<file path="src/logic/motion_core_pkg.sv">
// Purpose: Shared constants and types of the stepper motion core
// Assumes: 100 MHz mclk, one profile tick every 250 ns
// Notes:   Speeds are held internally in units of 2^-40 step per tick
package motion_core_pkg;

  // Clock and timing
  localparam int unsigned MCLK_HZ        = 100_000_000;
  localparam int unsigned TICK_NS        = 250;
  localparam int unsigned TICK_CYCLES    = TICK_NS * (MCLK_HZ / 1_000_000) / 1000;
  localparam int unsigned OSC_OUT_HZ     = 2_000_000;
  localparam int unsigned OSC_HALF_CYC   = MCLK_HZ / (2 * OSC_OUT_HZ);

  // Field widths and scaling shifts into the 2^-40 speed unit
  localparam int unsigned POS_W          = 22;
  localparam int unsigned SPEED_W        = 32;
  localparam int unsigned FRAC_W         = 40;
  localparam int unsigned MIN_SHIFT      = 16;
  localparam int unsigned MAX_SHIFT      = 22;
  localparam int unsigned RUN_SHIFT      = 12;
  localparam int unsigned DECEL_SHIFT    = 41;
  localparam int unsigned MAX_STEP_SEL   = 4;

  // Power-up default configuration
  localparam logic [11:0] ACCEL_RST      = 12'h08a;
  localparam logic [11:0] DECEL_RST      = 12'h08a;
  localparam logic [9:0]  MAX_SPEED_RST  = 10'h041;
  localparam logic [11:0] MIN_SPEED_RST  = 12'h000;
  localparam logic [9:0]  FS_SPEED_RST   = 10'h027;
  localparam logic [2:0]  STEP_SEL_RST   = 3'h4;
  localparam logic [11:0] ACCEL_INFINITE = 12'hfff;

  // Motion commands
  typedef enum logic [3:0] {
    CMD_NOP           = 4'h0,
    CMD_RUN           = 4'h1,
    CMD_ABS_TARGET    = 4'h2,
    CMD_DIR_TARGET    = 4'h3,
    CMD_MOVE          = 4'h4,
    CMD_DECEL_STOP    = 4'h5,
    CMD_IMM_STOP      = 4'h6,
    CMD_DECEL_RELEASE = 4'h7,
    CMD_IMM_RELEASE   = 4'h8
  } cmd_t;

  // Motion states
  typedef enum logic [2:0] {
    ST_HIZ  = 3'b000,
    ST_HOLD = 3'b001,
    ST_RUN  = 3'b010,
    ST_POS  = 3'b011,
    ST_STOP = 3'b100
  } state_t;

  // Whole state of the core
  typedef struct packed {
    logic [2:0]         sync1;
    logic [2:0]         sync2;
    state_t             state;
    logic               dir;
    logic               release_hiz;
    logic [11:0]        accel;
    logic [11:0]        decel;
    logic [9:0]         max_speed;
    logic [11:0]        min_speed;
    logic [9:0]         fs_speed;
    logic [2:0]         step_sel;
    logic [SPEED_W-1:0] speed;
    logic [SPEED_W-1:0] target;
    logic [FRAC_W-1:0]  frac;
    logic [POS_W-1:0]   pos;
    logic [POS_W-1:0]   remain;
    logic [5:0]         elec;
    logic               pos_valid;
    logic [4:0]         tick_cnt;
    logic [4:0]         osc_cnt;
    logic               osc;
    logic               undervoltage_lockout_bit_bit;
    logic               step_pulse;
    logic               fullstep;
  } core_t;

  localparam core_t CORE_RST = '{
    sync1: 3'h0, sync2: 3'h0, state: ST_HIZ, dir: 1'b0, release_hiz: 1'b0,
    accel: ACCEL_RST, decel: DECEL_RST, max_speed: MAX_SPEED_RST,
    min_speed: MIN_SPEED_RST, fs_speed: FS_SPEED_RST, step_sel: STEP_SEL_RST,
    speed: 32'h0, target: 32'h0, frac: 40'h0, pos: 22'h0, remain: 22'h0,
    elec: 6'h0, pos_valid: 1'b1, tick_cnt: 5'h0, osc_cnt: 5'h0, osc: 1'b0,
    undervoltage_lockout_bit_bit: 1'b0, step_pulse: 1'b0, fullstep: 1'b0
  };

endpackage

</file>
<file path="src/logic/stepper_motion_profile_core.sv">
// Purpose: Motion core of a microstepping stepper driver
// Assumes: Commands and configuration come from same-clock logic
// Notes:   Power-good and oscillator-good pins are synchronised first
`timescale 1ns/10ps

module stepper_motion_profile_core (
  // Clock and reset
  input  wire logic        mclk,
  input  wire logic        rst,
  // Power and oscillator status pins
  input  wire logic        supply_ok,
  input  wire logic        osc_ok,
  input  wire logic        motor_supply_ok,
  // Configuration load
  input  wire logic        cfg_write,
  input  wire logic [11:0] accel_rate,
  input  wire logic [11:0] decel_rate,
  input  wire logic [9:0]  max_speed,
  input  wire logic [11:0] min_speed,
  input  wire logic [9:0]  fullstep_threshold_speed,
  input  wire logic [2:0]  step_sel,
  // Command port
  input  wire logic        cmd_valid,
  input  wire logic [3:0]  cmd_code,
  input  wire logic        cmd_dir,
  input  wire logic [19:0] cmd_speed,
  input  wire logic [21:0] cmd_position,
  output logic             cmd_ready,
  // Status
  input  wire logic        status_clear,
  output logic             undervoltage_lockout_bit,
  output logic [21:0]      absolute_position,
  output logic             position_valid,
  output logic [31:0]      current_speed,
  output logic [2:0]       motor_state,
  // Bridge drive
  output logic             bridges_enable,
  output logic             fullstep_mode,
  output logic [5:0]       electrical_position,
  output logic             step_pulse,
  output logic             step_dir,
  // Open-drain and clock pins
  output logic             busy_o,
  output logic             busy_oe_n,
  output logic             flag_o,
  output logic             flag_oe_n,
  output logic             oscillator_output_pin
);

  motion_core_pkg::core_t s_q;
  motion_core_pkg::core_t s_d;

  // Deceleration distance check: v^2 * 2^sel >= 2 * d * remaining * 2^40
  function automatic logic decel_due(input logic [31:0] v, input logic [11:0] d,
                                     input logic [21:0] r, input logic [2:0] sel);
    logic [79:0] lhs;
    logic [79:0] rhs;
    lhs = 80'({48'h0, v} * {48'h0, v}) << sel;
    rhs = 80'({68'h0, d} * {58'h0, r}) << motion_core_pkg::DECEL_SHIFT;
    return lhs >= rhs;
  endfunction

  // Clamp resolution code to the finest supported microstep
  function automatic logic [2:0] sel_clamp(input logic [2:0] sel);
    return (sel > 3'(motion_core_pkg::MAX_STEP_SEL)) ?
           3'(motion_core_pkg::MAX_STEP_SEL) : sel;
  endfunction

  logic live;
  logic uv_fail;
  logic moving;
  logic tick;
  logic infinite;
  logic [2:0]  sel;
  logic [2:0]  acc_shift;
  logic [21:0] pos_inc;
  logic [5:0]  elec_inc;
  logic [31:0] min_v;
  logic [31:0] max_v;
  logic [31:0] run_v;
  logic [31:0] goal;
  logic [32:0] up;
  logic [32:0] down;
  logic [40:0] sum;
  logic [21:0] diff;

  // Live once the supply-good and oscillator-good pins are seen through two flops
  assign live      = s_q.sync2[2] & s_q.sync2[1];
  assign uv_fail   = ~s_q.sync2[0];
  assign moving    = (s_q.state == motion_core_pkg::ST_RUN) ||
                     (s_q.state == motion_core_pkg::ST_POS) ||
                     (s_q.state == motion_core_pkg::ST_STOP);
  assign cmd_ready = live;

  // Speed limits scaled into the common 2^-40 unit
  assign min_v = {4'h0, s_q.min_speed, 16'h0};
  assign max_v = {s_q.max_speed, 22'h0};
  assign run_v = {cmd_speed, 12'h0};
  assign infinite = (s_q.accel == motion_core_pkg::ACCEL_INFINITE);

  // Step size depends on resolution and full-step override
  assign sel       = sel_clamp(s_q.step_sel);
  assign acc_shift = s_q.fullstep ? 3'h0 : sel;
  assign pos_inc   = s_q.fullstep ? (22'h1 << sel) : 22'h1;
  assign elec_inc  = s_q.fullstep ? 6'h10 : (6'h10 >> sel);
  assign tick      = (s_q.tick_cnt == 5'(motion_core_pkg::TICK_CYCLES - 1));

  // Speed goal of the current profile phase
  always_comb begin
    case (s_q.state)
      motion_core_pkg::ST_RUN:  goal = s_q.target;
      motion_core_pkg::ST_POS:  goal = (!infinite &&
                                        decel_due(s_q.speed, s_q.decel, s_q.remain, sel))
                                       ? min_v : max_v;
      motion_core_pkg::ST_STOP: goal = min_v;
      default:                  goal = 32'h0;
    endcase
  end

  // Ramped speeds one rate step up or down
  assign up   = {1'b0, s_q.speed} + {21'h0, s_q.accel};
  assign down = {1'b0, s_q.speed} - {21'h0, s_q.decel};
  assign sum  = {1'b0, s_q.frac} + (41'(s_q.speed) << acc_shift);
  assign diff = cmd_position - s_q.pos;

  // Next state of the whole core
  always_comb begin
    s_d = s_q;
    s_d.step_pulse = 1'b0;
    s_d.sync1 = {supply_ok, osc_ok, motor_supply_ok};
    s_d.sync2 = s_q.sync1;
    if (!live) begin
      // Held in reset with defaults until main supply and oscillator good
      s_d = motion_core_pkg::CORE_RST;
      s_d.sync1 = {supply_ok, osc_ok, motor_supply_ok};
      s_d.sync2 = s_q.sync1;
    end else begin
      // 2 MHz clock out from the running oscillator
      if (s_q.osc_cnt == 5'(motion_core_pkg::OSC_HALF_CYC - 1)) begin
        s_d.osc_cnt = 5'h0;
        s_d.osc     = ~s_q.osc;
      end else begin
        s_d.osc_cnt = s_q.osc_cnt + 5'h1;
      end
      s_d.tick_cnt = tick ? 5'h0 : s_q.tick_cnt + 5'h1;

      // Undervoltage bit low on fail, released by status clear
      if (uv_fail) begin
        s_d.undervoltage_lockout_bit_bit = 1'b0;
      end else if (status_clear) begin
        s_d.undervoltage_lockout_bit_bit = 1'b1;
      end

      // Configuration load; resolution change resets phase
      if (cfg_write) begin
        s_d.accel     = accel_rate;
        s_d.decel     = decel_rate;
        s_d.max_speed = max_speed;
        s_d.min_speed = min_speed;
        s_d.fs_speed  = fullstep_threshold_speed;
        s_d.step_sel  = step_sel;
        if (step_sel != s_q.step_sel) begin
          s_d.elec      = 6'h0;
          s_d.pos_valid = 1'b0;
        end
      end

      // Profile tick: ramp speed, accumulate, emit steps
      if (tick && moving) begin
        if (infinite || s_q.speed == goal) begin
          s_d.speed = goal;
        end else if (s_q.speed < goal) begin
          s_d.speed = (up[31:0] > goal || up[32]) ? goal : up[31:0];
        end else begin
          s_d.speed = (down[31:0] < goal || down[32]) ? goal : down[31:0];
        end
        s_d.fullstep = (s_d.speed > {s_q.fs_speed, 22'h0});
        s_d.frac     = sum[39:0];
        if (sum[40]) begin
          s_d.step_pulse = 1'b1;
          s_d.pos  = s_q.dir ? s_q.pos + pos_inc : s_q.pos - pos_inc;
          s_d.elec = s_q.dir ? s_q.elec + elec_inc : s_q.elec - elec_inc;
          s_d.remain = (s_q.remain > pos_inc) ? s_q.remain - pos_inc : 22'h0;
        end
        // Phase ends
        if (s_q.state == motion_core_pkg::ST_POS && s_d.remain == 22'h0) begin
          s_d.state = motion_core_pkg::ST_HOLD;
          s_d.speed = 32'h0;
        end else if (s_q.state == motion_core_pkg::ST_STOP && s_d.speed <= min_v) begin
          s_d.state = s_q.release_hiz ? motion_core_pkg::ST_HIZ
                                      : motion_core_pkg::ST_HOLD;
          s_d.speed = 32'h0;
        end
      end
      if (!moving) begin
        s_d.fullstep = 1'b0;
      end

      // Command decode; run and positioning commands are ignored while the motor supply has failed
      if (cmd_valid) begin
        case (motion_core_pkg::cmd_t'(cmd_code))
          motion_core_pkg::CMD_RUN: begin
            if (!uv_fail) begin
              s_d.state  = motion_core_pkg::ST_RUN;
              s_d.dir    = cmd_dir;
              s_d.target = (run_v > max_v) ? max_v : run_v;
              if (!moving) begin
                s_d.speed = min_v;
                s_d.frac  = 40'h0;
              end
            end
          end
          motion_core_pkg::CMD_ABS_TARGET, motion_core_pkg::CMD_DIR_TARGET,
          motion_core_pkg::CMD_MOVE: begin
            if (!uv_fail) begin
              s_d.state = motion_core_pkg::ST_POS;
              if (cmd_code == motion_core_pkg::CMD_MOVE) begin
                s_d.dir    = cmd_dir;
                s_d.remain = cmd_position;
              end else if (cmd_code == motion_core_pkg::CMD_DIR_TARGET) begin
                s_d.dir    = cmd_dir;
                s_d.remain = cmd_dir ? diff : 22'h0 - diff;
              end else begin
                s_d.dir    = ~diff[21];
                s_d.remain = diff[21] ? 22'h0 - diff : diff;
              end
              if (!moving) begin
                s_d.speed = min_v;
                s_d.frac  = 40'h0;
              end
            end
          end
          motion_core_pkg::CMD_DECEL_STOP, motion_core_pkg::CMD_DECEL_RELEASE: begin
            s_d.release_hiz = (cmd_code == motion_core_pkg::CMD_DECEL_RELEASE);
            if (moving) begin
              s_d.state = motion_core_pkg::ST_STOP;
            end else begin
              s_d.state = s_d.release_hiz ? motion_core_pkg::ST_HIZ
                                          : motion_core_pkg::ST_HOLD;
            end
          end
          motion_core_pkg::CMD_IMM_STOP: begin
            s_d.state = motion_core_pkg::ST_HOLD;
            s_d.speed = 32'h0;
          end
          motion_core_pkg::CMD_IMM_RELEASE: begin
            s_d.state = motion_core_pkg::ST_HIZ;
            s_d.speed = 32'h0;
          end
          default: begin
            s_d.state = s_d.state;
          end
        endcase
      end
    end
  end

  // State register
  always_ff @(posedge mclk or posedge rst) begin
    if (rst) begin
      s_q <= motion_core_pkg::CORE_RST;
    end else begin
      s_q <= s_d;
    end
  end

  // Outputs from the state register
  assign undervoltage_lockout_bit = s_q.undervoltage_lockout_bit_bit;
  assign absolute_position        = s_q.pos;
  assign position_valid           = s_q.pos_valid;
  assign current_speed            = s_q.speed;
  assign motor_state              = s_q.state;
  assign bridges_enable           = live & (s_q.state != motion_core_pkg::ST_HIZ);
  assign fullstep_mode            = s_q.fullstep;
  assign electrical_position      = s_q.elec;
  assign step_pulse               = s_q.step_pulse;
  assign step_dir                 = s_q.dir;
  assign oscillator_output_pin    = live & s_q.osc;

  // Open-drain pins: busy while moving, alarm while undervoltage bit low
  assign busy_o    = 1'b0;
  assign busy_oe_n = ~(live & moving);
  assign flag_o    = 1'b0;
  assign flag_oe_n = ~(live & ~s_q.undervoltage_lockout_bit_bit);

endmodule

</file>
<file path="config.mk">
export PLATFORM = sky130hd
export DESIGN_NAME = stepper_motion_profile_core
export DESIGN_NICKNAME = d
export VERILOG_FILES = /design/src/logic/motion_core_pkg.sv /design/src/logic/stepper_motion_profile_core.sv
export SDC_FILE = /design/constraint.sdc
export NUM_CORES = 2
export LEC_CHECK = 0
export BUFFER_PORTS_ARGS = -buffer_cell sky130_fd_sc_hd__buf_4
export CORE_ASPECT_RATIO = 0.8
export CORE_MARGIN = 1.5
export CORE_UTILIZATION = 30
export DETAILED_ROUTE_END_ITERATION = 8
export GPL_ROUTABILITY_DRIVEN = 0
export PLACE_DENSITY = 0.45
export SETUP_SLACK_MARGIN = 0.5
export SYNTH_ARGS = -nofsm -noshare
export SYNTH_HDL_FRONTEND = slang
export SYNTH_SLANG_ARGS = --single-unit
</file>
<file path="constraint.sdc">
create_clock -name mclk -period 21.7 [get_ports mclk]
set_input_delay 3.255 -clock mclk [delete_from_list [all_inputs] [get_ports mclk]]
set_output_delay 3.255 -clock mclk [all_outputs]
set_load 0.01 [all_outputs]
</file>
# Word level (Yosys, flattened, before mapping)
# Index checks and enable logic that the tools add are counted.
[totals] register_bits=239 in_bits=114
[classes] addsub=12 mul=2 order_cmp=9 eq_ne=30 shift=4 muxes=65 bitwise_logic=10 n_reduce_logical=20
[op_table] op="two-way mux 32 bit" n=14
[op_table] op="two-way mux 233 bit" n=1
[op_table] op="two-way mux 22 bit" n=10
[op_table] op="two-way mux 104 bit" n=2
[op_table] op="case mux 32 bit (3 select lines)" n=2
[op_table] op="two-way mux 50 bit" n=3
[op_table] op="greater-than comparator 32 bit" n=3
[op_table] op="two-way mux 90 bit" n=1
[op_table] op="greater-or-equal comparator 80 x 75 -> 1 bit" n=1
[op_table] op="two-way mux 40 bit" n=2
[op_table] op="case mux 40 bit (2 select lines)" n=1
[op_table] op="<< shifter 64 x 3 -> 80 bit" n=1
[op_table] op="subtractor 22 bit" n=3
[op_table] op="< comparator 32 bit" n=2
[op_table] op="multiplier 32 x 32 -> 64 bit" n=1
[op_table] op="two-way mux 59 bit" n=1
[op_table] op="adder 40 x 41 -> 41 bit" n=1
[op_table] op="<< shifter 32 x 3 -> 41 bit" n=1
[op_table] op="multiplier 12 x 22 -> 34 bit" n=1
[op_table] op="adder 32 x 12 -> 33 bit" n=1
[op_table] op="subtractor 32 x 12 -> 33 bit" n=1
[op_table] op="== test 32 bit" n=1
[op_table] op="less-or-equal comparator 32 x 28 -> 1 bit" n=1
[op_table] op="adder 22 bit" n=1
[op_table] op="other kinds (43)" n=96

# Depth between registers and ports, before layout
[depth] word_depth=24 mapped_depth=79 ltp_nobuf=74

# Worst setup path after synthesis
# No wires, ideal clock.
[synth_timing] kind="flip-flop to flip-flop" start="register s_q, in the netlist current_speed[15]" end="register s_q, in the netlist current_speed[4]" setup_time_ns=0.121 arrival_ns=16.119 slack_ns=5.460 stages_incl_launch_ff=73 n_path_buf=7 period_less_slack_ns=16.240 cell_sequence="dfrtp_1 clkbuf_1 clkbuf_1 clkbuf_1 nand2_1 fa_1 inv_1 fa_1 inv_1 fa_1 fa_1 inv_1 fa_1 inv_1 fa_1 inv_1 fa_1 inv_1 [... 37 more ...] clkbuf_1 o21ai_1 a21oi_1 o21ai_0 a31oi_1 inv_1 ha_1 a21o_1 a21o_1 a211oi_1 nor2_1 a211oi_1 inv_1 o31ai_1 o2111ai_1 o21bai_4 buf_4 nor2_1"
[synth_rtl] element="start, declared" line="stepper_motion_profile_core.sv:50" rtl="motion_core_pkg::core_t s_q;"
[synth_rtl] element="start signal, assigned" line="stepper_motion_profile_core.sv:261" rtl="s_q <= motion_core_pkg::CORE_RST;"

==> results.json <==
{
  "ys.flop_type": "dfrtp_1",
  "leakage_nw": 35.0,
  "critPathLaunchType": "flop",
  "rsz0062_at_grt": "no",
  "route.detailed.drc": 0,
  "grt_pass1_wl_um": 361000,
  "worst-path-max-fanout": 27,
  "final_cell_mix": "inv_1, fa_1, nand2_1",
  "comb_power_share_pct": 19.5,
  "hold_violations": 0,
  "die_h_um": 414,
  "clock_path_buffers": 3,
  "max_slew_margin_pct": 16.0,
  "cts_tree": "yes",
  "maxSlewViolCount": 0,
  "cts_htree_levels": 1,
  "post-dp-hpwl_um": 193000,
  "first_pass_iters": 8,
  "cts_root_buf": "clkbuf_16",
  "synth_edf_count": 0,
  "area_delta_synth_final_pct": 8.45,
  "hp-class": "flop to flop",
  "clock_sinks": 227,
  "cp.required_ns": 22.14,
  "yosysSeqAreaShare_pct": 9.00,
  "drt-initial-drc-count": 4604,
  "busiest_layer": "met2",
  "fin_crit_sh_pct": 92.3,
  "vias_per_cell": 5.15,
  "grtUsageMet2_pct": 34.4,
  "start_util_pct": 30.2,
  "fin_crit_ns": 20.04,
  "yosys_warnings": 0,
  "num_rows": 150,
  "tightest_slew_ns": 1.25,
  "outcome": "finished, final reports clean",
  "p_seq_share_pct": 36.0,
  "cpMaxStageDelayCell": "dfrtp_2",
  "synth.top_cell.area_share_pct": 31.6,
  "switching_power_uw": 384,
  "use_met3_pct": 3.40,
  "grt_max_degree": 126,
  "fmax_ghz": 0.0499,
  "clock-skew-final_ns": 0.0134,
  "final_nets": 9245,
  "synth_seq_cells": 227,
  "p_per_area_mw_per_mm2": 17.8,
  "io_pins": 189,
  "setup_viol": 0,
  "track_usage_pct": 22.4,
  "area.sequential_mm2": 0.00574,
  "netlist_instances": 7502,
  "crit_arrival_ns": 20.48,
  "portBuffers": 186,
  "power.internal_uw": 839,
  "clk_pin_slew_worst_paths_ns": 0.07,
  "pwr-share-clk_pct": 44.4,
  "route.vias.total": 53100,
  "max_stage_delay_ns": 1.05,
  "grt_antenna_before_repair": 11,
  "syn_area_per_cell_um2": 8.44,
  "syn_area_mm2": 0.0633,
  "wl_per_cell_um": 23.2,
  "ir_drop_mv": 0.0598,
  "multi_input_area_mm2": 0.0509,
  "fin_util_pct": 32.8,
  "drive_above_1_share_pct": 6.76,
  "die_w_um": 517,
  "async_flop_share_pct": 100,
  "fillCellCount": 22100,
  "yosysUniqueCellTypes": 115,
  "yosysTopAreaCell": "fa_1",
  "crit_path_end_kind": "flop",
  "grt_overflow": 0,
  "die-area_mm2": 0.214,
  "numCtsBuffers": 29,
  "crit_top_cell": "fa_1",
  "grtUsageMet1_pct": 32.9,
  "coreArea_mm2": 0.209,
  "ant_nets": 0,
  "wl_um": 239000,
  "final_common_cell": "inv_1",
  "yosys-top-cells-area": "fa_1, ha_1, dfrtp_1",
  "fin_tns_setup_ns": 0,
  "first_global_vias": 54800,
  "critPathKind": "flop to flop",
  "clk-insertion-delay-late_ns": 0.60,
  "cap_viol_max_count": 0,
  "switching_share_pct": 31.4,
  "cts-hold-fix-buffers": 0
}
==> worst paths after layout <==
kind	to	start	cells after the start	slack, ns
worst max-delay path	current_speed[16]	current_speed[5]	66	1.66
worst min-delay path	s_q[235]	s_d[235]	0	0.35
worst max register to register	current_speed[16]	current_speed[5]	66	1.66
worst min register to register	s_q[235]	s_d[235]	0	0.35
max in group asynchronous	s_q[206]	rst	3	17.59
min in group asynchronous	min_v[22]	rst	2	2.79
==> routing by layer <==
layer / vias to the layer above / routed length, um
li1: 24000 / -
met5: - / 0
met3: 252 / 17100
met4: 0 / 5850
met1: 27000 / 113000
met2: 1804 / 103000
==> logic make-up (layout without fill, tap and decap cells) <==
family | Yosys count | in the layout | share of synthesized area (%)
AOI/OAI and AO/OA | 1273 | 1273 | 13.4
DFF | 227 | 227 | 9.00
muxes | 127 | 127 | 2.11
buffers and inverters | 1779 | 1727 | 11.0
other | 2 | 50 | 0.0119
xor gates and xnor gates | 290 | 290 | 4.01
adders and majority gates | 1658 | 1658 | 44.6
and+or+nand+nor | 2146 | 2146 | 15.9
==> sequential cells by signal, summed over array words and instances, names as in the netlist, 3 cells and up <==
name                 flops
absolute_position       22
current_speed           32
electrical_position      6
max_v                   10
min_v                   12
motor_state              3
s_d                      3
s_q                    134
==> cells in the mapped netlist, drive strengths merged (29+ instances only) <==
| library cell | number |
|---|---|
| a211oi | 68 |
| inv | 1360 |
| and3 | 57 |
| a31oi | 57 |
| clkbuf | 288 |
| nor2b | 62 |
| or3 | 31 |
| xor2 | 107 |
| nand3 | 95 |
| xnor2 | 183 |
| and2 | 269 |
| nor2 | 468 |
| nand2b | 37 |
| a21o | 140 |
| or2 | 29 |
| nand4 | 68 |
| ha | 660 |
| nand2 | 864 |
| o211ai | 42 |
| nor3 | 86 |
| o21bai | 30 |
| mux2i | 113 |
| buf | 123 |
| a21oi | 385 |
| o21a | 59 |
| dfrtp | 213 |
| fa | 998 |
| o21ai | 211 |
==> layout make-up <==
class                      count  share of cell area (%)
sequential                   227                    8.35
clock inverter                13                   0.284
clock buffer                  41                    1.24
tap                         2812                    5.13
multi-input combinational   5542                    74.1
inverter                    1368                    7.50
antenna                        2                 0.00729
timing repair buffer         305                    3.39
==> power groups by stage <==
stage	clock network, mW	logic (mW)	registers [mW]
6_report	0.543	0.239	0.441
5_1_grt	0.571	0.263	0.441
4_1_cts	0.555	0.236	0.441
2_1_floorplan	0	0.152	0.441
3_5_place_dp	0	0.234	0.448
3_3_place_gp	0	0.233	0.448
==> repair_timing <==
action	CTS	global route
gates resized for setup	0	6
setup endpoints to repair	0	30
buffers inserted	0	6
==> stage by stage <==
stage | setup slack, ns | area, um^2 | instances | power (mW) | hold slack, ns
3_5_place_dp | 1.53 | 67500 | 10200 | 0.683 | 0.343
6_report | 1.66 | 68700 | 10300 | 1.22 | 0.354
5_1_grt | 0.529 | 68600 | 10300 | 1.28 | 0.362
3_3_place_gp | 1.80 | 67500 | 10200 | 0.681 | 0.334
2_1_floorplan | 5.46 | 63500 | 7548 | 0.593 | 0.331
4_1_cts | 1.48 | 68600 | 10300 | 1.23 | 0.357
==> worst max-delay path: cells and delay by family (launching register included) <==
family	cells	cell delay (ns)
AOI/OAI and AO/OA	28	7.52
xor gates and xnor gates	1	0.31
adders and majority gates	12	5.45
buffers and inverters	5	0.95
DFF	1	1.05
muxes	1	0.17
and+or+nand+nor	19	4.37
Power figures use the tool's default switching activity.
